File: config.mk
export PLATFORM = sky130hd
export DESIGN_NAME = acsc_channel
export DESIGN_NICKNAME = d
export VERILOG_FILES = /design/src/pkg/acsc_pkg.sv /design/src/core/acsc_channel.sv
export VERILOG_INCLUDE_DIRS = /design/src /design/src/pkg
export SDC_FILE = /design/constraint.sdc
export NUM_CORES = 1
export LEC_CHECK = 0
export BUFFER_PORTS_ARGS = -buffer_cell sky130_fd_sc_hd__buf_4
export CAP_MARGIN = 10
export CORE_MARGIN = 10
export CORE_UTILIZATION = 65
export DETAILED_ROUTE_END_ITERATION = 10
export GPL_TIMING_DRIVEN = 0
export PLACE_DENSITY = 0.86
export REMOVE_ABC_BUFFERS = 1
export SLEW_MARGIN = 20
export SYNTH_ARGS = -nofsm -noshare
export SYNTH_HDL_FRONTEND = slang
export SYNTH_SLANG_ARGS = --single-unit
export TNS_END_PERCENT = 30
File: constraint.sdc
create_clock -name pclk -period 8 [get_ports pclk]
set_input_delay 0.8 -clock pclk [delete_from_list [all_inputs] [get_ports pclk]]
set_output_delay 0.8 -clock pclk [all_outputs]
set_load 0.03 [all_outputs]
File: src/pkg/acsc_params.svh
// register offsets, field positions, reset values and timing constants of the async channel
`ifndef ACSC_PARAMS_SVH
`define ACSC_PARAMS_SVH

// register byte offsets
`define ACSC_OFS_CONFIG 8'h00
`define ACSC_OFS_BAUD 8'h04
`define ACSC_OFS_FLOW 8'h08
`define ACSC_OFS_TERM 8'h0C
`define ACSC_OFS_TIMEOUT 8'h10
`define ACSC_OFS_IMM 8'h14
`define ACSC_OFS_STATUS 8'h18
`define ACSC_OFS_EVENTS 8'h1C

// config field positions
`define ACSC_CFG_LEN_LSB 0
`define ACSC_CFG_PAR_EN 2
`define ACSC_CFG_PMODE_LSB 3
`define ACSC_CFG_TWO_STOP 5
`define ACSC_CFG_RATE16 6
`define ACSC_CFG_RX_EN 7
`define ACSC_CFG_CARRIER_GATE 8
`define ACSC_CFG_CTS_GATE 9
`define ACSC_CFG_BREAK 10
`define ACSC_CFG_FLOW_EN 11
`define ACSC_CFG_DISCARD 12
`define ACSC_CFG_NO_PSTORE 13
`define ACSC_CFG_ERR_FMT 14
`define ACSC_CFG_TERM_EN 15
`define ACSC_CFG_WIDTH 16

// reset values
`define ACSC_RST_CONFIG 16'h0043
`define ACSC_RST_BAUD 16'h0000
`define ACSC_RST_FLOW 32'h0000_0000
`define ACSC_RST_TERM 13'h0000
`define ACSC_RST_TIMEOUT 16'h0000

// status and event bit positions
`define ACSC_ST_FLOW 0
`define ACSC_ST_IMM_PEND 1
`define ACSC_ST_TX_BUSY 2
`define ACSC_ST_BREAK 3
`define ACSC_ST_RX_VALID 4
`define ACSC_EV_ALL_SENT 0
`define ACSC_EV_BREAK 1
`define ACSC_EV_BREAK_END 2
`define ACSC_EV_FRAMING 3
`define ACSC_EV_PARITY 4
`define ACSC_EV_XON 5
`define ACSC_EV_XOFF 6
`define ACSC_EV_TIMEOUT 7
`define ACSC_EV_TERM 8
`define ACSC_EV_OVERRUN 9
`define ACSC_EV_WIDTH 10

// oversampling: ticks per bit and the three vote positions
`define ACSC_OVS_LAST 4'hF
`define ACSC_VOTE_A 4'h7
`define ACSC_VOTE_B 4'h8
`define ACSC_VOTE_C 4'h9
`define ACSC_OVS_SHIFT 4

`endif

File: src/pkg/acsc_pkg.sv
// types shared by the async character channel
package acsc_pkg;

  typedef enum logic [1:0] {
    RX_IDLE = 2'b00,
    RX_BITS = 2'b01,
    RX_BREAK = 2'b10
  } acsc_rx_state_type;

  typedef enum logic {
    TX_IDLE = 1'b0,
    TX_SHIFT = 1'b1
  } acsc_tx_state_type;

  // one received character as handed to the receive fifo
  typedef struct packed {
    logic term_hit;
    logic framing_err;
    logic parity_err;
    logic [8:0] data;
  } acsc_rx_word_type;

  // apb slave request
  typedef struct packed {
    logic psel;
    logic penable;
    logic pwrite;
    logic [7:0] paddr;
    logic [31:0] pwdata;
  } acsc_apb_req_type;

endpackage

File: src/core/acsc_channel.sv
// async / isochronous character channel with apb registers
// How it works
// - start bit, 5..8 data bits lsb first, optional parity, one or two stops
// - parity bit even, odd, or forced mark or space
// - oversampled reception expects rate 16, suitable clock mode, nrz line
// - receiver verifies start bit, samples known bit count, resyncs per character
// - each oversampled bit decided by majority of three centre samples
// - isochronous mode samples each bit exactly once
// - enabled receiver stores characters lsb first, optionally gated by carrier
// - length, stops and parity checked; parity storage can be suppressed
// - framing and parity errors flagged; per-character status stored optionally
// - fifo filling steered by threshold and optional termination character
// - optional time-out after a programmable idle time since last character
// - transmitter frames characters, flags all sent, then idles at one
// - transmitter same in both modes; rate only divides; cts may gate
// - break command forces txd low next edge, released edge after clear
// - all-zero frame is break: not stored, break flagged, end flagged
// - flow characters compared over char length with masks reset to zero
// - flow character needs framing, masked match and parity; flags event
// - recognised flow characters stored unless discard setting is one
// - xoff stops after current char, xon resumes; enable toggles force xon
// - fifo characters go only with xon and, when cts gating is on, cts low; status shows state
// - immediate char sent when idle or after current, even in xoff
// - pending flag from acceptance until immediate char is fully sent
`include "acsc_params.svh"

module acsc_channel #(
  parameter int unsigned TIMEOUT_WIDTH = 16
) (
  // clock and reset
  input wire logic pclk,
  input wire logic presetn,
  // apb slave
  input wire acsc_pkg::acsc_apb_req_type apb_req,
  output logic [31:0] prdata,
  output logic pready,
  output logic pslverr,
  // line pins
  input wire logic rxd_pin,
  input wire logic cts_n_pin,
  input wire logic carrier_detect_pin,
  output logic txd_pin,
  // transmit stream from the dma side
  input wire logic [7:0] tx_data,
  input wire logic tx_valid,
  output logic tx_ready,
  // receive stream to the dma side
  output acsc_pkg::acsc_rx_word_type rx_word,
  output logic rx_valid,
  input wire logic rx_ready,
  output logic [4:0] rx_fifo_threshold
);

  // the counter limit is cut from the 16-bit time-out register
  if (TIMEOUT_WIDTH < 1 || TIMEOUT_WIDTH > 16)
  begin : gen_width_check
    $error("TIMEOUT_WIDTH out of range");
  end

  // mask of the significant bits for a length code
  function automatic logic [7:0] len_mask(input logic [1:0] code);
    len_mask = 8'hFF >> (3'd3 - {1'b0, code});
  endfunction

  // expected parity bit for the masked data
  function automatic logic parity_of(input logic [7:0] d, input logic [1:0] code,
                                     input logic [1:0] mode);
    logic ones;
    ones = ^(d & len_mask(code));
    unique case (mode)
      2'b00: parity_of = ones;
      2'b01: parity_of = ~ones;
      2'b10: parity_of = 1'b0;
      2'b11: parity_of = 1'b1;
    endcase
  endfunction

  // registers
  logic [`ACSC_CFG_WIDTH-1:0] config_reg;
  logic [15:0] baud_reg;
  logic [31:0] flow_reg;
  logic [12:0] term_reg;
  logic [15:0] timeout_reg;
  logic [7:0] imm_reg;
  logic imm_pend_reg;
  logic [`ACSC_EV_WIDTH-1:0] events_reg;
  logic xoff_reg;

  // config fields
  wire [1:0] len_code = config_reg[`ACSC_CFG_LEN_LSB +: 2];
  wire par_en = config_reg[`ACSC_CFG_PAR_EN];
  wire [1:0] pmode = config_reg[`ACSC_CFG_PMODE_LSB +: 2];
  wire two_stop = config_reg[`ACSC_CFG_TWO_STOP];
  wire rate16 = config_reg[`ACSC_CFG_RATE16];
  wire flow_en = config_reg[`ACSC_CFG_FLOW_EN];
  wire [7:0] lmask = len_mask(len_code);
  wire [3:0] data_bits = 4'd5 + {2'b00, len_code};
  wire [3:0] frame_bits = data_bits + {3'b000, par_en} + {3'b000, two_stop} + 4'd2;

  // apb decode
  wire apb_access = apb_req.psel & apb_req.penable;
  wire apb_wr = apb_access & apb_req.pwrite;
  wire [7:0] addr = apb_req.paddr;
  wire hit_cfg = addr == `ACSC_OFS_CONFIG;
  wire hit_baud = addr == `ACSC_OFS_BAUD;
  wire hit_flow = addr == `ACSC_OFS_FLOW;
  wire hit_term = addr == `ACSC_OFS_TERM;
  wire hit_tmo = addr == `ACSC_OFS_TIMEOUT;
  wire hit_imm = addr == `ACSC_OFS_IMM;
  wire hit_stat = addr == `ACSC_OFS_STATUS;
  wire hit_ev = addr == `ACSC_OFS_EVENTS;
  wire hit_any = hit_cfg | hit_baud | hit_flow | hit_term | hit_tmo | hit_imm | hit_stat | hit_ev;

  // pin synchronisers: {carrier, cts_n, rxd}; a change counts once stages 2 and 3 agree
  logic [2:0] sync1_reg;
  logic [2:0] sync2_reg;
  logic [2:0] sync3_reg;
  logic [2:0] pins_reg;
  wire [2:0] agree = sync2_reg ~^ sync3_reg;
  wire [2:0] pins_next = (agree & sync3_reg) | (~agree & pins_reg);
  wire rxd_s = pins_reg[0];
  wire cts_ok = ~config_reg[`ACSC_CFG_CTS_GATE] | ~pins_reg[1];
  wire carrier_ok = ~config_reg[`ACSC_CFG_CARRIER_GATE] | pins_reg[2];
  wire rx_on = config_reg[`ACSC_CFG_RX_EN] & carrier_ok;

  always_ff @(posedge pclk or negedge presetn)
  begin
    if (!presetn)
    begin
      sync1_reg <= 3'h3;
      sync2_reg <= 3'h3;
      sync3_reg <= 3'h3;
      pins_reg <= 3'h3;
    end
    else
    begin
      sync1_reg <= {carrier_detect_pin, cts_n_pin, rxd_pin};
      sync2_reg <= sync1_reg;
      sync3_reg <= sync2_reg;
      pins_reg <= pins_next;
    end
  end

  // baud divider: one tick every baud_reg+1 clocks
  logic [15:0] div_reg;
  wire tick = div_reg == 16'h0000;
  always_ff @(posedge pclk or negedge presetn)
  begin
    if (!presetn)
      div_reg <= 16'h0000;
    else
      div_reg <= tick ? baud_reg : div_reg - 16'h0001;
  end

  // receiver
  acsc_pkg::acsc_rx_state_type rx_state_reg;
  acsc_pkg::acsc_rx_state_type rx_state_next;
  logic [3:0] rx_phase_reg;
  logic [3:0] rx_idx_reg;
  logic [1:0] votes_reg;
  logic [7:0] rx_data_reg;
  logic rx_par_reg;
  logic rx_stop_bad_reg;
  logic rx_anyone_reg;
  logic [TIMEOUT_WIDTH+3:0] idle_cnt_reg;
  logic idle_fired_reg;

  wire maj = (votes_reg[0] & votes_reg[1]) | (votes_reg[0] & rxd_s) | (votes_reg[1] & rxd_s);
  wire rx_bit = rate16 ? maj : rxd_s;
  wire decide = (rx_state_reg == acsc_pkg::RX_BITS) & tick &
                (~rate16 | rx_phase_reg == `ACSC_VOTE_C);
  wire is_data = rx_idx_reg != 4'd0 && rx_idx_reg <= data_bits;
  wire is_par = par_en && rx_idx_reg == data_bits + 4'd1;
  wire is_last = rx_idx_reg == frame_bits - 4'd1;
  wire [2:0] dpos = 3'(rx_idx_reg - 4'd1);
  wire rx_done = decide & is_last;
  wire [7:0] rx_data_m = rx_data_reg & lmask;

  // frame checks at completion
  wire framing_bad = rx_stop_bad_reg | ~rx_bit;
  wire parity_bad = par_en & (rx_par_reg != parity_of(rx_data_reg, len_code, pmode));
  wire zero_frame = ~rx_anyone_reg & ~rx_bit;
  wire good_frame = ~framing_bad & ~parity_bad;
  wire [7:0] xon_cm = lmask & ~flow_reg[23:16];
  wire [7:0] xoff_cm = lmask & ~flow_reg[31:24];
  wire is_xon = good_frame & (((rx_data_m ^ flow_reg[7:0]) & xon_cm) == 8'h00);
  wire is_xoff = good_frame & (((rx_data_m ^ flow_reg[15:8]) & xoff_cm) == 8'h00);
  wire discard = config_reg[`ACSC_CFG_DISCARD] & (is_xon | is_xoff);
  wire store = rx_done & ~zero_frame & ~discard;
  wire term_hit = config_reg[`ACSC_CFG_TERM_EN] & (rx_data_m == (term_reg[7:0] & lmask));
  wire [8:0] par_field = {1'b0, rx_par_reg & par_en & ~config_reg[`ACSC_CFG_NO_PSTORE]};
  wire [8:0] stored_data = {1'b0, rx_data_m} | (par_field << data_bits);
  wire err_fmt = config_reg[`ACSC_CFG_ERR_FMT];

  // receive sequencing
  always_comb
  begin
    rx_state_next = rx_state_reg;
    unique case (rx_state_reg)
      acsc_pkg::RX_IDLE:
        if (rx_on && tick && !rxd_s)
          rx_state_next = acsc_pkg::RX_BITS;
      acsc_pkg::RX_BITS:
        if (decide && ((rx_idx_reg == 4'd0 && rx_bit) || is_last))
          rx_state_next = (is_last && zero_frame) ? acsc_pkg::RX_BREAK : acsc_pkg::RX_IDLE;
      acsc_pkg::RX_BREAK:
        if (rxd_s)
          rx_state_next = acsc_pkg::RX_IDLE;
      default:
        rx_state_next = acsc_pkg::RX_IDLE;
    endcase
    if (!rx_on && rx_state_reg == acsc_pkg::RX_BITS)
      rx_state_next = acsc_pkg::RX_IDLE;
  end

  // start in iso mode is taken on the detecting tick, so index begins at one
  always_ff @(posedge pclk or negedge presetn)
  begin
    if (!presetn)
    begin
      rx_state_reg <= acsc_pkg::RX_IDLE;
      rx_phase_reg <= 4'h0;
      rx_idx_reg <= 4'h0;
      votes_reg <= 2'b11;
      rx_data_reg <= 8'h00;
      rx_par_reg <= 1'b0;
      rx_stop_bad_reg <= 1'b0;
      rx_anyone_reg <= 1'b0;
    end
    else
    begin
      rx_state_reg <= rx_state_next;
      if (rx_state_reg == acsc_pkg::RX_IDLE)
      begin
        rx_phase_reg <= 4'h1;
        rx_idx_reg <= rate16 ? 4'd0 : 4'd1;
        rx_stop_bad_reg <= 1'b0;
        rx_anyone_reg <= 1'b0;
        rx_data_reg <= 8'h00;
      end
      else if (rx_state_reg == acsc_pkg::RX_BITS && tick)
      begin
        rx_phase_reg <= rx_phase_reg + 4'h1;
        if (rx_phase_reg == `ACSC_VOTE_A || rx_phase_reg == `ACSC_VOTE_B)
          votes_reg <= {votes_reg[0], rxd_s};
        if (~rate16 || rx_phase_reg == `ACSC_OVS_LAST)
          rx_idx_reg <= rx_idx_reg + 4'd1;
      end
      if (decide)
      begin
        rx_anyone_reg <= rx_anyone_reg | rx_bit;
        if (is_data)
          rx_data_reg[dpos] <= rx_bit;
        else if (is_par)
          rx_par_reg <= rx_bit;
        else if (rx_idx_reg != 4'd0)
          rx_stop_bad_reg <= rx_stop_bad_reg | ~rx_bit;
      end
    end
  end

  // receive holding word towards the fifo
  logic rx_valid_reg;
  acsc_pkg::acsc_rx_word_type rx_word_reg;
  always_ff @(posedge pclk or negedge presetn)
  begin
    if (!presetn)
    begin
      rx_valid_reg <= 1'b0;
      rx_word_reg <= '0;
    end
    else
    begin
      if (store)
      begin
        rx_valid_reg <= 1'b1;
        rx_word_reg <= {term_hit, framing_bad & err_fmt, parity_bad & err_fmt, stored_data};
      end
      else if (rx_ready)
        rx_valid_reg <= 1'b0;
    end
  end

  // idle time-out counted in bit periods since the last character
  wire [TIMEOUT_WIDTH+3:0] tmo_limit = rate16 ?
    {timeout_reg[TIMEOUT_WIDTH-1:0], 4'h0} : {4'h0, timeout_reg[TIMEOUT_WIDTH-1:0]};
  wire tmo_hit = tick & ~idle_fired_reg & (timeout_reg != 16'h0000) & (idle_cnt_reg == tmo_limit);
  always_ff @(posedge pclk or negedge presetn)
  begin
    if (!presetn)
    begin
      idle_cnt_reg <= '0;
      idle_fired_reg <= 1'b1;
    end
    else if (rx_done)
    begin
      idle_cnt_reg <= '0;
      idle_fired_reg <= 1'b0;
    end
    else if (tmo_hit)
      idle_fired_reg <= 1'b1;
    else if (tick && !idle_fired_reg)
      idle_cnt_reg <= idle_cnt_reg + 1'b1;
  end

  // transmitter
  acsc_pkg::acsc_tx_state_type tx_state_reg;
  logic [11:0] tx_shift_reg;
  logic [3:0] tx_left_reg;
  logic [3:0] tx_phase_reg;
  logic tx_imm_reg;
  logic txd_reg;

  wire tx_bit_end = (tx_state_reg == acsc_pkg::TX_SHIFT) & tick &
                    (~rate16 | tx_phase_reg == `ACSC_OVS_LAST);
  wire tx_last = tx_bit_end & (tx_left_reg == 4'd1);
  wire tx_free = (tx_state_reg == acsc_pkg::TX_IDLE) | tx_last;
  wire load_imm = tx_free & imm_pend_reg & ~(tx_last & tx_imm_reg) & cts_ok;
  wire load_fifo = tx_free & ~load_imm & tx_valid & cts_ok & ~xoff_reg;
  wire [7:0] load_data = load_imm ? imm_reg : tx_data;
  wire [7:0] load_m = load_data & lmask;
  wire load_par = parity_of(load_data, len_code, pmode);
  // data sits above the start bit; parity and stops are ones unless placed
  wire [11:0] frame_par = {11'h7FF, load_par} << (data_bits + 4'd1);
  wire [11:0] frame_word = {3'b111, load_m | ~lmask, 1'b0} &
                           (par_en ? frame_par | ~(12'h001 << (data_bits + 4'd1)) : 12'hFFF);

  assign tx_ready = load_fifo;

  always_ff @(posedge pclk or negedge presetn)
  begin
    if (!presetn)
    begin
      tx_state_reg <= acsc_pkg::TX_IDLE;
      tx_shift_reg <= 12'hFFF;
      tx_left_reg <= 4'h0;
      tx_phase_reg <= 4'h0;
      tx_imm_reg <= 1'b0;
      txd_reg <= 1'b1;
    end
    else
    begin
      if (load_imm || load_fifo)
      begin
        tx_state_reg <= acsc_pkg::TX_SHIFT;
        tx_shift_reg <= frame_word;
        tx_left_reg <= frame_bits;
        tx_phase_reg <= 4'h0;
        tx_imm_reg <= load_imm;
      end
      else if (tx_last)
      begin
        tx_state_reg <= acsc_pkg::TX_IDLE;
        tx_shift_reg <= 12'hFFF;
        tx_imm_reg <= 1'b0;
      end
      else if (tx_state_reg == acsc_pkg::TX_SHIFT && tick)
      begin
        tx_phase_reg <= tx_phase_reg + 4'h1;
        if (tx_bit_end)
        begin
          tx_shift_reg <= {1'b1, tx_shift_reg[11:1]};
          tx_left_reg <= tx_left_reg - 4'd1;
        end
      end
      // break is one edge behind the command register in both directions
      txd_reg <= config_reg[`ACSC_CFG_BREAK] ? 1'b0 : tx_shift_reg[0];
    end
  end

  assign txd_pin = txd_reg;

  // events set by hardware; a write of one clears, a set in the same cycle wins
  wire [`ACSC_EV_WIDTH-1:0] ev_set;
  assign ev_set[`ACSC_EV_ALL_SENT] = tx_last & ~load_imm & ~load_fifo & ~tx_valid;
  assign ev_set[`ACSC_EV_BREAK] = rx_done & zero_frame;
  assign ev_set[`ACSC_EV_BREAK_END] = (rx_state_reg == acsc_pkg::RX_BREAK) & rxd_s;
  assign ev_set[`ACSC_EV_FRAMING] = rx_done & ~zero_frame & framing_bad;
  assign ev_set[`ACSC_EV_PARITY] = rx_done & ~zero_frame & parity_bad;
  assign ev_set[`ACSC_EV_XON] = rx_done & is_xon;
  assign ev_set[`ACSC_EV_XOFF] = rx_done & is_xoff;
  assign ev_set[`ACSC_EV_TIMEOUT] = tmo_hit;
  assign ev_set[`ACSC_EV_TERM] = store & term_hit;
  assign ev_set[`ACSC_EV_OVERRUN] = store & rx_valid_reg & ~rx_ready;
  wire [`ACSC_EV_WIDTH-1:0] ev_clr = (apb_wr & hit_ev) ?
    apb_req.pwdata[`ACSC_EV_WIDTH-1:0] : '0;

  wire cfg_wr = apb_wr & hit_cfg;
  wire flow_toggle = cfg_wr & (apb_req.pwdata[`ACSC_CFG_FLOW_EN] != flow_en);

  // register writes and side effects
  always_ff @(posedge pclk or negedge presetn)
  begin
    if (!presetn)
    begin
      config_reg <= `ACSC_RST_CONFIG;
      baud_reg <= `ACSC_RST_BAUD;
      flow_reg <= `ACSC_RST_FLOW;
      term_reg <= `ACSC_RST_TERM;
      timeout_reg <= `ACSC_RST_TIMEOUT;
      imm_reg <= 8'h00;
      imm_pend_reg <= 1'b0;
      events_reg <= '0;
      xoff_reg <= 1'b0;
    end
    else
    begin
      if (cfg_wr)
        config_reg <= apb_req.pwdata[`ACSC_CFG_WIDTH-1:0];
      if (apb_wr && hit_baud)
        baud_reg <= apb_req.pwdata[15:0];
      if (apb_wr && hit_flow)
        flow_reg <= apb_req.pwdata;
      if (apb_wr && hit_term)
        term_reg <= apb_req.pwdata[12:0];
      if (apb_wr && hit_tmo)
        timeout_reg <= apb_req.pwdata[15:0];
      // a rewrite while pending is dropped so the queued character stays intact
      if (apb_wr && hit_imm && !imm_pend_reg)
      begin
        imm_reg <= apb_req.pwdata[7:0];
        imm_pend_reg <= 1'b1;
      end
      else if (tx_last && tx_imm_reg)
        imm_pend_reg <= 1'b0;
      events_reg <= (events_reg & ~ev_clr) | ev_set;
      // toggling the enable either way lands in xon
      if (flow_toggle)
        xoff_reg <= 1'b0;
      else if (flow_en && rx_done && is_xoff)
        xoff_reg <= 1'b1;
      else if (flow_en && rx_done && is_xon)
        xoff_reg <= 1'b0;
    end
  end

  // read mux, zero-wait; unmapped addresses answer with an error and zero data
  wire [31:0] status_word = {27'h0, rx_valid_reg, rx_state_reg == acsc_pkg::RX_BREAK,
                             tx_state_reg == acsc_pkg::TX_SHIFT, imm_pend_reg, xoff_reg};
  always_comb
  begin
    prdata = 32'h0000_0000;
    if (apb_req.psel && !apb_req.pwrite)
    begin
      if (hit_cfg)
        prdata = {16'h0000, config_reg};
      else if (hit_baud)
        prdata = {16'h0000, baud_reg};
      else if (hit_flow)
        prdata = flow_reg;
      else if (hit_term)
        prdata = {19'h0, term_reg};
      else if (hit_tmo)
        prdata = {16'h0000, timeout_reg};
      else if (hit_imm)
        prdata = {24'h0, imm_reg};
      else if (hit_stat)
        prdata = status_word;
      else if (hit_ev)
        prdata = {22'h0, events_reg};
    end
  end

  assign pready = 1'b1;
  assign pslverr = apb_access & ~hit_any;
  assign rx_valid = rx_valid_reg;
  assign rx_word = rx_word_reg;
  assign rx_fifo_threshold = term_reg[12:8];

endmodule

==> flow_summary.ini, run 1 <==
[run_status]
status = finished, final reports clean

[clock_tree]
root_buffer = clkbuf_16
ctsHoldBuffers = 0
clock_path_buffers = 3
h-tree-depth = 1
clk-insertion-delay-late_ns = 0.53
cts_tree = built
post_cts_buffers = 0
clock-sinks = 221
path_clk_slew_ns = 0.06
cts_resized = 0
cts_buffers = 24

[setup_path]
cp-end-kind = output port
crit_arrival_ns = 4.47
crit_type = flip-flop to output port
start_kind = flip-flop
critical_path_required_ns = 7.20
cp_max_fo = 27

[global_route]
grt_pass1_vias = 10084
grt_pass1_wl_um = 54800
overflow = 0
grt_antenna_before_repair = 1
grtUsageTotal = 0.280
grt_max_degree = 95

[timing]
slew_headroom = 0.215
fin_tns_setup_ns = 0
hold_viol = 0
whs_ns = 0.140
final-setup-viol-count = 0
fmax_mhz = 190
period_needed_ns = 5.27
rsz0062_at_grt = false
worstMarginPinSlew_ns = 1.17
fin_crit_sh = 0.658
clock_skew_ns = 0.0221
drv_slew = 0

[floorplan]
ios = 112
initial_core_util = 0.658
rows = 50
dieArea_um2 = 24700
die_h_um = 157
coreArea_um2 = 18600
die_x_um = 157

[route]
routed_wl_um = 34700
wire_per_inst_um = 22.7
drc_errors = 0
vias = 9960
drtPass1Iterations = 6
vias_per_cell = 6.52
drtIter0Drc = 1007
ant_nets = 0

[placed_design]
port-buffer-count = 110
hpwl_um = 25300
dp_cells = 1483
gp_congestion = 0.961

[finish]
layout-drive-gt1-share = 0.247
layout.nets = 1360
largest_reg_flops = 32
multi_input_area_um2 = 6290
ff_latch_area_um2 = 5560
layout_common_cells = dfrtp_1 (194), nand2_1 (116), buf_4 (111)
syn_to_final_growth_pct = 14.4
fill_cells = 1262
final_cell_count_no_fill = 1528
final_common_cell = dfrtp_1

[logic_synthesis]
yosysSeqAreaShare = 0.455
synth_area_um2 = 12200
synth-seq-cells = 221
synth_edf_count = 0
ys.flop_type = dfrtp_1
synth_cell_types = 86
ys_warn_count = 0
syn-instance-count = 1196
syn_area_per_cell_um2 = 10.2
async_flop_share = 1.00

[min_path]
holdCritPathClass = input port to asynchronous set/reset pin

[power]
power_density_nw_per_um2 = 205
vdd_drop_max_mv = 0.175
cellLeakagePower_uw = 0.00640

[run]
drv_cap = 0
path summary, 6_finish.rpt:
path                              startpoint         endpoint  slack, ns  cells after the start
worst max-delay path             div_reg[10]         tx_ready       2.73                      9
worst min-delay path                 presetn      div_reg[14]       0.14                      1
worst max register to register   div_reg[10]  tx_shift_reg[6]       3.32                     10
worst min register to register  sync1_reg[0]     sync2_reg[0]       0.35                      0
max in group asynchronous            presetn     votes_reg[1]       6.66                      3
min in group pclk               sync1_reg[0]     sync2_reg[0]       0.35                      0
area by class of cell:
type | instances | area share
multi-input cells | 879 | 0.450
clock inverters | 11 | 0.00653
repair buffers | 116 | 0.0673
flip-flops and latches | 221 | 0.398
diodes | 1 | 0.000179
clock buffers | 33 | 0.0489
inverters | 33 | 0.00885
well taps | 234 | 0.0209
kinds of logic (layout without fill, tap and decap cells):
group                    count (synthesis)  after routing  share of synthesized area
AND/OR/NAND/NOR                        390            390                      0.156
flip-flops                             221            221                      0.455
AO/OA/AOI/OAI                          219            219                      0.127
multiplexers                           135            135                      0.122
XOR/XNOR                               104            104                     0.0756
buffers and inverters                   96            193                     0.0328
adder cells (fa/ha/maj)                 30             30                     0.0307
other                                    1              2                   0.000307
Yosys cell counts (all sizes together), types with 5 or more instances:
library cell,number,area share
dfrtp,194,0.40
or4,5,0.0034
nor4,14,0.0077
ha,26,0.027
and3,12,0.0061
mux2i,19,0.016
nor2,96,0.030
nand2b,11,0.0056
mux2,116,0.11
and2,23,0.012
nor3b,5,0.0040
nand4,8,0.0041
a31oi,19,0.0097
o22ai,14,0.0072
nand3,30,0.012
nor2b,12,0.0061
nand2,119,0.037
a211oi,9,0.0065
inv,32,0.0098
clkbuf,43,0.013
a21oi,36,0.015
a22o,9,0.0064
a22oi,17,0.010
a21o,8,0.0049
o21ai,47,0.020
dfstp,27,0.058
xor2,36,0.026
buf,20,0.0095
o31ai,8,0.0049
xnor2,67,0.048
nor3,33,0.014
a221oi,14,0.010
or3,10,0.0051
a211o,5,0.0036
power breakdown:
group	internal [µW]	leakage [µW]	switching, µW
Combinational	195	0.00311	241
Sequential	1240	0.00290	106
Clock	631	0.000393	450
worst max-delay path, cell delays in order, from the launching register on:
cell and delay (ns):
dfrtp_1 0.42, or4_4 0.59, nor4b_4 0.47, nand2_2 0.40, a211oi_4 0.93, nand2_1 0.24, nand2_1 0.20, nand2_1 0.09
a21oi_1 0.36, buf_4 0.24
routing by layer:
metal	routed length (µm)	vias to the layer above	GRT usage
met5	0	-	0
met4	1590	0	0.131
met3	3260	112	0.0630
met2	16500	522	0.451
met1	13300	4898	0.351
li1	-	4428	-
through the flow:
stage	power [µW]	cell area, µm²	utilization	worst slack, ns
6_report	2860	14000	0.753	2.73
5_1_grt	2980	14000	0.753	2.39
4_1_cts	2870	14000	0.753	2.76
3_5_place_dp	1790	13200	0.711	3.31
3_3_place_gp	1750	13100	0.704	2.47
2_1_floorplan	1620	12000	-	3.72
Note: power is estimated with default switching activity, not from simulation.
==> inputs of run 2 (changes only) <==
--- a/config.mk
+++ b/config.mk
@@ -9,10 +9,10 @@
 export BUFFER_PORTS_ARGS = -buffer_cell sky130_fd_sc_hd__buf_4
 export CAP_MARGIN = 10
 export CORE_MARGIN = 10
-export CORE_UTILIZATION = 65
+export CORE_UTILIZATION = 54
 export DETAILED_ROUTE_END_ITERATION = 10
 export GPL_TIMING_DRIVEN = 0
-export PLACE_DENSITY = 0.86
+export PLACE_DENSITY = 0.76
 export REMOVE_ABC_BUFFERS = 1
 export SLEW_MARGIN = 20
 export SYNTH_ARGS = -nofsm -noshare
==> constraint.sdc (replaced) <==
create_clock -name pclk -period 4.28 [get_ports pclk]
set_input_delay 0.428 -clock pclk [delete_from_list [all_inputs] [get_ports pclk]]
set_output_delay 0.428 -clock pclk [all_outputs]
set_load 0.03 [all_outputs]
==> flow_summary.ini, run 2 (synthesis gave the netlist of run 1 again) <==
[setup_path]
crit_chain = clkinvlp_4 -> ha_1 -> inv_1 -> ha_1 -> ha_1 -> xnor2_1 -> nor3_1 -> a31oi_1 -> nor3_2 -> nor2b_4 -> o21ai_2 -> nor2_4 -> buf_12 -> mux2_1
slowest_delay_ns = 0.75
cp_max_fo = 15
cp-end-kind = flip-flop
start_kind = flip-flop
crit_type = flip-flop to flip-flop
cpMostUsedCell = ha_1
crit_arrival_ns = 4.44
slowest_stage = dfstp_4
critical_path_required_ns = 4.68

[run]
drv_cap = 0

[route]
wire_per_inst_um = 22.3
drtPass1Iterations = 6
drtIter0Drc = 902
ant_nets = 0
drc_errors = 0
vias = 9811
vias_per_cell = 6.16
routed_wl_um = 35600

[floorplan]
ios = 112
coreArea_um2 = 22400
initial_core_util = 0.545
die_h_um = 170
die_x_um = 170
dieArea_um2 = 29100
rows = 55

[global_route]
grt_antenna_before_repair = 3
overflow = 0
grt_max_degree = 100
grtUsageTotal = 0.241
grt_pass1_wl_um = 54900
grt_pass1_vias = 9722

[clock_tree]
path_clk_slew_ns = 0.06
clk-insertion-delay-late_ns = 0.53
clock_path_buffers = 3
clock-sinks = 221
h-tree-depth = 1
cts_tree = built
cts_buffers = 25
root_buffer = clkbuf_16

[timing]
period_needed_ns = 4.03
drv_slew = 0
worstMarginPinSlew_ns = 1.19
hold_viol = 0
whs_ns = 0.131
rsz0062_at_grt = false
setup_ws_ns = 0.247
slew_headroom = 0.199
final-setup-viol-count = 0
fmax_mhz = 248
clock_skew_ns = 0.0100
fin_crit_sh = 0.942

[finish]
stdcell_area_um2 = 14300
final_cell_count_no_fill = 1593
syn_to_final_growth_pct = 17.2
layout.nets = 1374
final_common_cell = dfrtp_1
largest_reg_flops = 32
diodes = 0
layout_common_cells = dfrtp_1 (194), buf_4 (117), nand2_1 (116)
fill_cells = 1813
layout-drive-gt1-share = 0.254

[run_status]
status = finished, final reports clean

[power]
power_density_nw_per_um2 = 394
cellLeakagePower_uw = 0.00652
total_power_uw = 5640
vdd_drop_max_mv = 0.250

[placed_design]
gp_congestion = 0.908
dp_worst_setup_slack_ns = -0.338
dp_cells = 1534
placed_cell_area_um2 = 13300
hpwl_um = 25500
port-buffer-count = 110

[min_path]
holdCritPathClass = input port to flip-flop
## run 2: cell count changes in the layout (fill, tap and decap cells not counted), sizes merged
cell | previous run | this run
buf | 116 | 124
clkbuf | 33 | 36
clkinv | 11 | 3
clkinvlp | 0 | 2
a211oi | 9 | 10
diode | 1 | 0
inv | 32 | 33
bufinv | 1 | 5
dlygate4sd3 | 0 | 4
## run 2: area by class of cell
cell class	count	area, µm²	area share
timing repair buffer	128	1060	0.0739
clock buffer	36	707	0.0493
sequential	221	5570	0.388
inverter	33	128	0.00890
multi-input combinational	880	6330	0.442
tap	285	357	0.0249
clock inverter	10	185	0.0129
## run 2: path summary, 6_finish.rpt
| check | startpoint | end | slack, ns | depth (start not counted) |
|---|---|---|---|---|
| setup / recovery | config_reg[1] | rx_word[6] | 0.25 | 14 |
| hold / removal | tx_valid | events_reg[0] | 0.13 | 2 |
| setup reg to reg | config_reg[1] | rx_word[6] | 0.25 | 14 |
| hold reg to reg | sync1_reg[0] | sync2_reg[0] | 0.36 | 0 |
| max in group asynchronous | presetn | sync1_reg[0] | 2.64 | 4 |
| min in group asynchronous | presetn | div_reg[11] | 0.39 | 2 |
## run 2: routing by layer
layer | track usage | wire [µm] | part of all wire
met1 | 0.316 | 15000 | 0.42
met3 | 0.0498 | 2830 | 0.080
met2 | 0.386 | 16500 | 0.46
met4 | 0.0900 | 1310 | 0.037
met5 | 0 | 22 | 0.00062
## run 2: worst max-delay path: cells and delay by family, from the launching register on
kind	cells	cell delay, ns
muxes	1	0.32
buffers and inverters	3	0.48
xor gates and xnor gates	1	0.14
and+or+nand+nor	4	0.99
AOI/OAI and AO/OA	2	0.24
DFF	1	0.75
adders and majority gates	3	1.00
## run 2: stage by stage
stage,util,setup TNS (ns)
2_1_floorplan,-,0
3_3_place_gp,0.585,-47.60
3_5_place_dp,0.592,-4.03
4_1_cts,0.637,0
5_1_grt,0.639,0
6_report,0.639,0
## run 2: report_power, final
group	total, µW	internal (µW)	switching [µW]
clock	2310	1450	861
sequential	2520	2320	196
combinational	813	367	446
total	5640	4140	1500
## run 2: timing repair
| action | in CTS | in global routing |
|---|---|---|
| endpoints found under the setup margin | 29 | 16 |
| hold endpoints to repair | 45 | 0 |
| setup buffers | 5 | 3 |
| resized for setup | 1 | 6 |
| pin swaps | 2 | 0 |
| gates cloned | 1 | 0 |
| hold buffers | 4 | 0 |
==> inputs of run 3 (changes only) <==
--- a/config.mk
+++ b/config.mk
@@ -6,13 +6,14 @@
 export SDC_FILE = /design/constraint.sdc
 export NUM_CORES = 1
 export LEC_CHECK = 0
+export ABC_AREA = 1
 export BUFFER_PORTS_ARGS = -buffer_cell sky130_fd_sc_hd__buf_4
 export CAP_MARGIN = 10
 export CORE_MARGIN = 10
-export CORE_UTILIZATION = 54
+export CORE_UTILIZATION = 55
 export DETAILED_ROUTE_END_ITERATION = 10
 export GPL_TIMING_DRIVEN = 0
-export PLACE_DENSITY = 0.76
+export PLACE_DENSITY = 0.88
 export REMOVE_ABC_BUFFERS = 1
 export SLEW_MARGIN = 20
 export SYNTH_ARGS = -nofsm -noshare
==> flow_summary.ini, run 3 <==
[run_status]
status = finished, final reports clean

[finish]
fill_cells = 1784
layout_common_cells = nand2_1 (351), o21ai_0 (200), dfrtp_1 (194)
ff_latch_area_um2 = 5570
syn_to_final_growth_pct = 15.4
final_common_cell = nand2_1
layout.nets = 1766
layout-drive-gt1-share = 0.138
stdcell_area_um2 = 14300
largest_reg_flops = 32
multi_input_area_um2 = 5860

[floorplan]
initial_core_util = 0.564
ios = 112
dieArea_um2 = 28900
rows = 54
coreArea_um2 = 22000
die_h_um = 170
die_x_um = 170

[clock_tree]
cts_tree = built
cts_buffers = 24
clk-insertion-delay-late_ns = 0.52
root_buffer = clkbuf_16
clock-sinks = 221
path_clk_slew_ns = 0.07
clock_path_buffers = 3
h-tree-depth = 1

[logic_synthesis]
synthSimpleGateAreaFrac = 0.232
synthXorXnorAreaFrac = 0.0361
synth_mux_area_frac = 0.00990
yosysSeqAreaShare = 0.449
synth-seq-cells = 221
synthTopCellsByArea = dfrtp_1 (39%), nand2_1 (11%), o21ai_0 (8.1%)
yosys.area.top_type = dfrtp_1
ys.flop_type = dfrtp_1
synth_compound_area_frac = 0.162
syn_area_per_cell_um2 = 7.78
synth_most_common_cell = nand2_1
synth_top_family_by_area = simple AND/OR/NAND/NOR gates
synthAdderAreaFrac = 0.0303
ys_top_cells_by_count = nand2_1 (354), o21ai_0 (200), dfrtp_1 (194)
synth_cell_types = 59
synth_area_um2 = 12400
synth_top_area_share = 0.392
synth_edf_count = 0
syn-instance-count = 1591
async_flop_share = 1.00
ys_warn_count = 0

[global_route]
grt_pass1_wl_um = 61400
grt_pass1_vias = 11460
grtUsageTotal = 0.264
grt_antenna_before_repair = 1
grt_max_degree = 104
overflow = 0

[setup_path]
crit_type = flip-flop to flip-flop
critical_path_required_ns = 4.68
cp_max_fo = 13
crit_arrival_ns = 4.56
start_kind = flip-flop
cp-end-kind = flip-flop

[placed_design]
placed_cell_area_um2 = 13400
hpwl_um = 28600
gp_congestion = 0.987
port-buffer-count = 110

[timing]
period_needed_ns = 4.16
slew_headroom = 0.314
fmax_mhz = 240
clock_skew_ns = 0.0101
drv_slew = 0
whs_ns = 0.0127
hold_viol = 0
rsz0062_at_grt = true
fin_crit_sh = 0.972
final-setup-viol-count = 0
worstMarginPinSlew_ns = 1.03

[route]
drc_errors = 0
vias_per_cell = 6.09
drtPass1Iterations = 8
wire_per_inst_um = 19.8
vias = 12045
ant_nets = 0
routed_wl_um = 39200
drtIter0Drc = 1679

[power]
vdd_drop_max_mv = 0.356
power_density_nw_per_um2 = 367
cellLeakagePower_uw = 0.00662
total_power_uw = 5250

[min_path]
holdCritPathClass = input port to flip-flop

[run]
drv_cap = 0
[run 3: cell count changes after synthesis, sizes merged, moves of 42 or more]
cell / change
mux2: -106
o21ai: +164
nand3: +50
nand2: +239
nor2: +42
inv: +160
a21oi: +45
xnor2: -47
[run 3: worst paths after layout]
kind / start / endpoint / slack [ns] / depth (start not counted)
max: config_reg[0] / idle_cnt_reg[17] / 0.12 / 17
min: rxd_pin / sync1_reg[0] / 0.01 / 1
max reg2reg: config_reg[0] / idle_cnt_reg[17] / 0.12 / 17
min reg2reg: sync1_reg[2] / sync2_reg[2] / 0.35 / 0
max in group asynchronous: presetn / events_reg[4] / 2.73 / 4
min in group asynchronous: presetn / idle_cnt_reg[18] / 0.32 / 2
[run 3: critical path: stages, from the launching register on]
cell	delay (ns)
dfstp_2	0.67
inv_1	0.25
ha_2	0.46
inv_1	0.11
ha_1	0.35
ha_1	0.30
xor2_1	0.17
nand3_1	0.12
nor2_1	0.12
nand2_1	0.15
inv_1	0.12
nand2_2	0.20
nand2_1	0.21
nand2_1	0.15
nor3_2	0.25
nand3_1	0.14
o21ai_0	0.19
a21oi_1	0.06
[run 3: report_power, final]
part	internal, µW	leakage [µW]	total (µW)	switching (µW)
registers	2270	0.00281	2420	148
logic	261	0.00340	648	387
clock network	1310	0.000404	2180	869
[run 3: kinds of logic (layout without fill, tap and decap cells)]
logic type,count (synthesis),in the layout
AO/OA/AOI/OAI,361,361
adder cells (fa/ha/maj),30,30
AND/OR/NAND/NOR,665,665
flip-flops,221,221
multiplexers,11,11
other,1,2
XOR/XNOR,51,51
buffers and inverters,251,358
[run 3: area by class of cell]
type / count / share of cell area
Antenna cell: 1 / 0.000175
Clock buffer: 37 / 0.0518
Clock inverter: 6 / 0.00578
Inverter: 197 / 0.0520
Multi-Input combinational cell: 1119 / 0.410
Sequential cell: 221 / 0.390
Tap cell: 280 / 0.0245
Timing Repair Buffer: 118 / 0.0664
[run 3: stage by stage]
step	utilization	setup slack (ns)	cells	setup TNS, ns
2_1_floorplan	-	0.894	1537	0
3_3_place_gp	0.606	-0.399	1927	-2.10
3_5_place_dp	0.610	-0.526	1930	-3.28
4_1_cts	0.648	0.000520	1974	0
5_1_grt	0.651	-0.0373	1979	-0.0373
6_report	0.651	0.120	1979	0
[run 3: timing repair]
| action | in CTS | in global routing |
|---|---|---|
| setup endpoints to repair | 11 | 12 |
| resized for setup | 3 | 6 |
| buffers inserted | 0 | 4 |
| endpoints found under the hold margin | 22 | 0 |
| pin swaps | 0 | 1 |
| hold buffers | 1 | 0 |
[run 3: metal layers]
layer | up-vias | track usage | wire, µm
met5 | - | 0 | 0
met4 | 0 | 0.0988 | 1860
met3 | 167 | 0.0609 | 4740
met2 | 831 | 0.415 | 17300
met1 | 5608 | 0.350 | 15300
li1 | 5439 | - | -
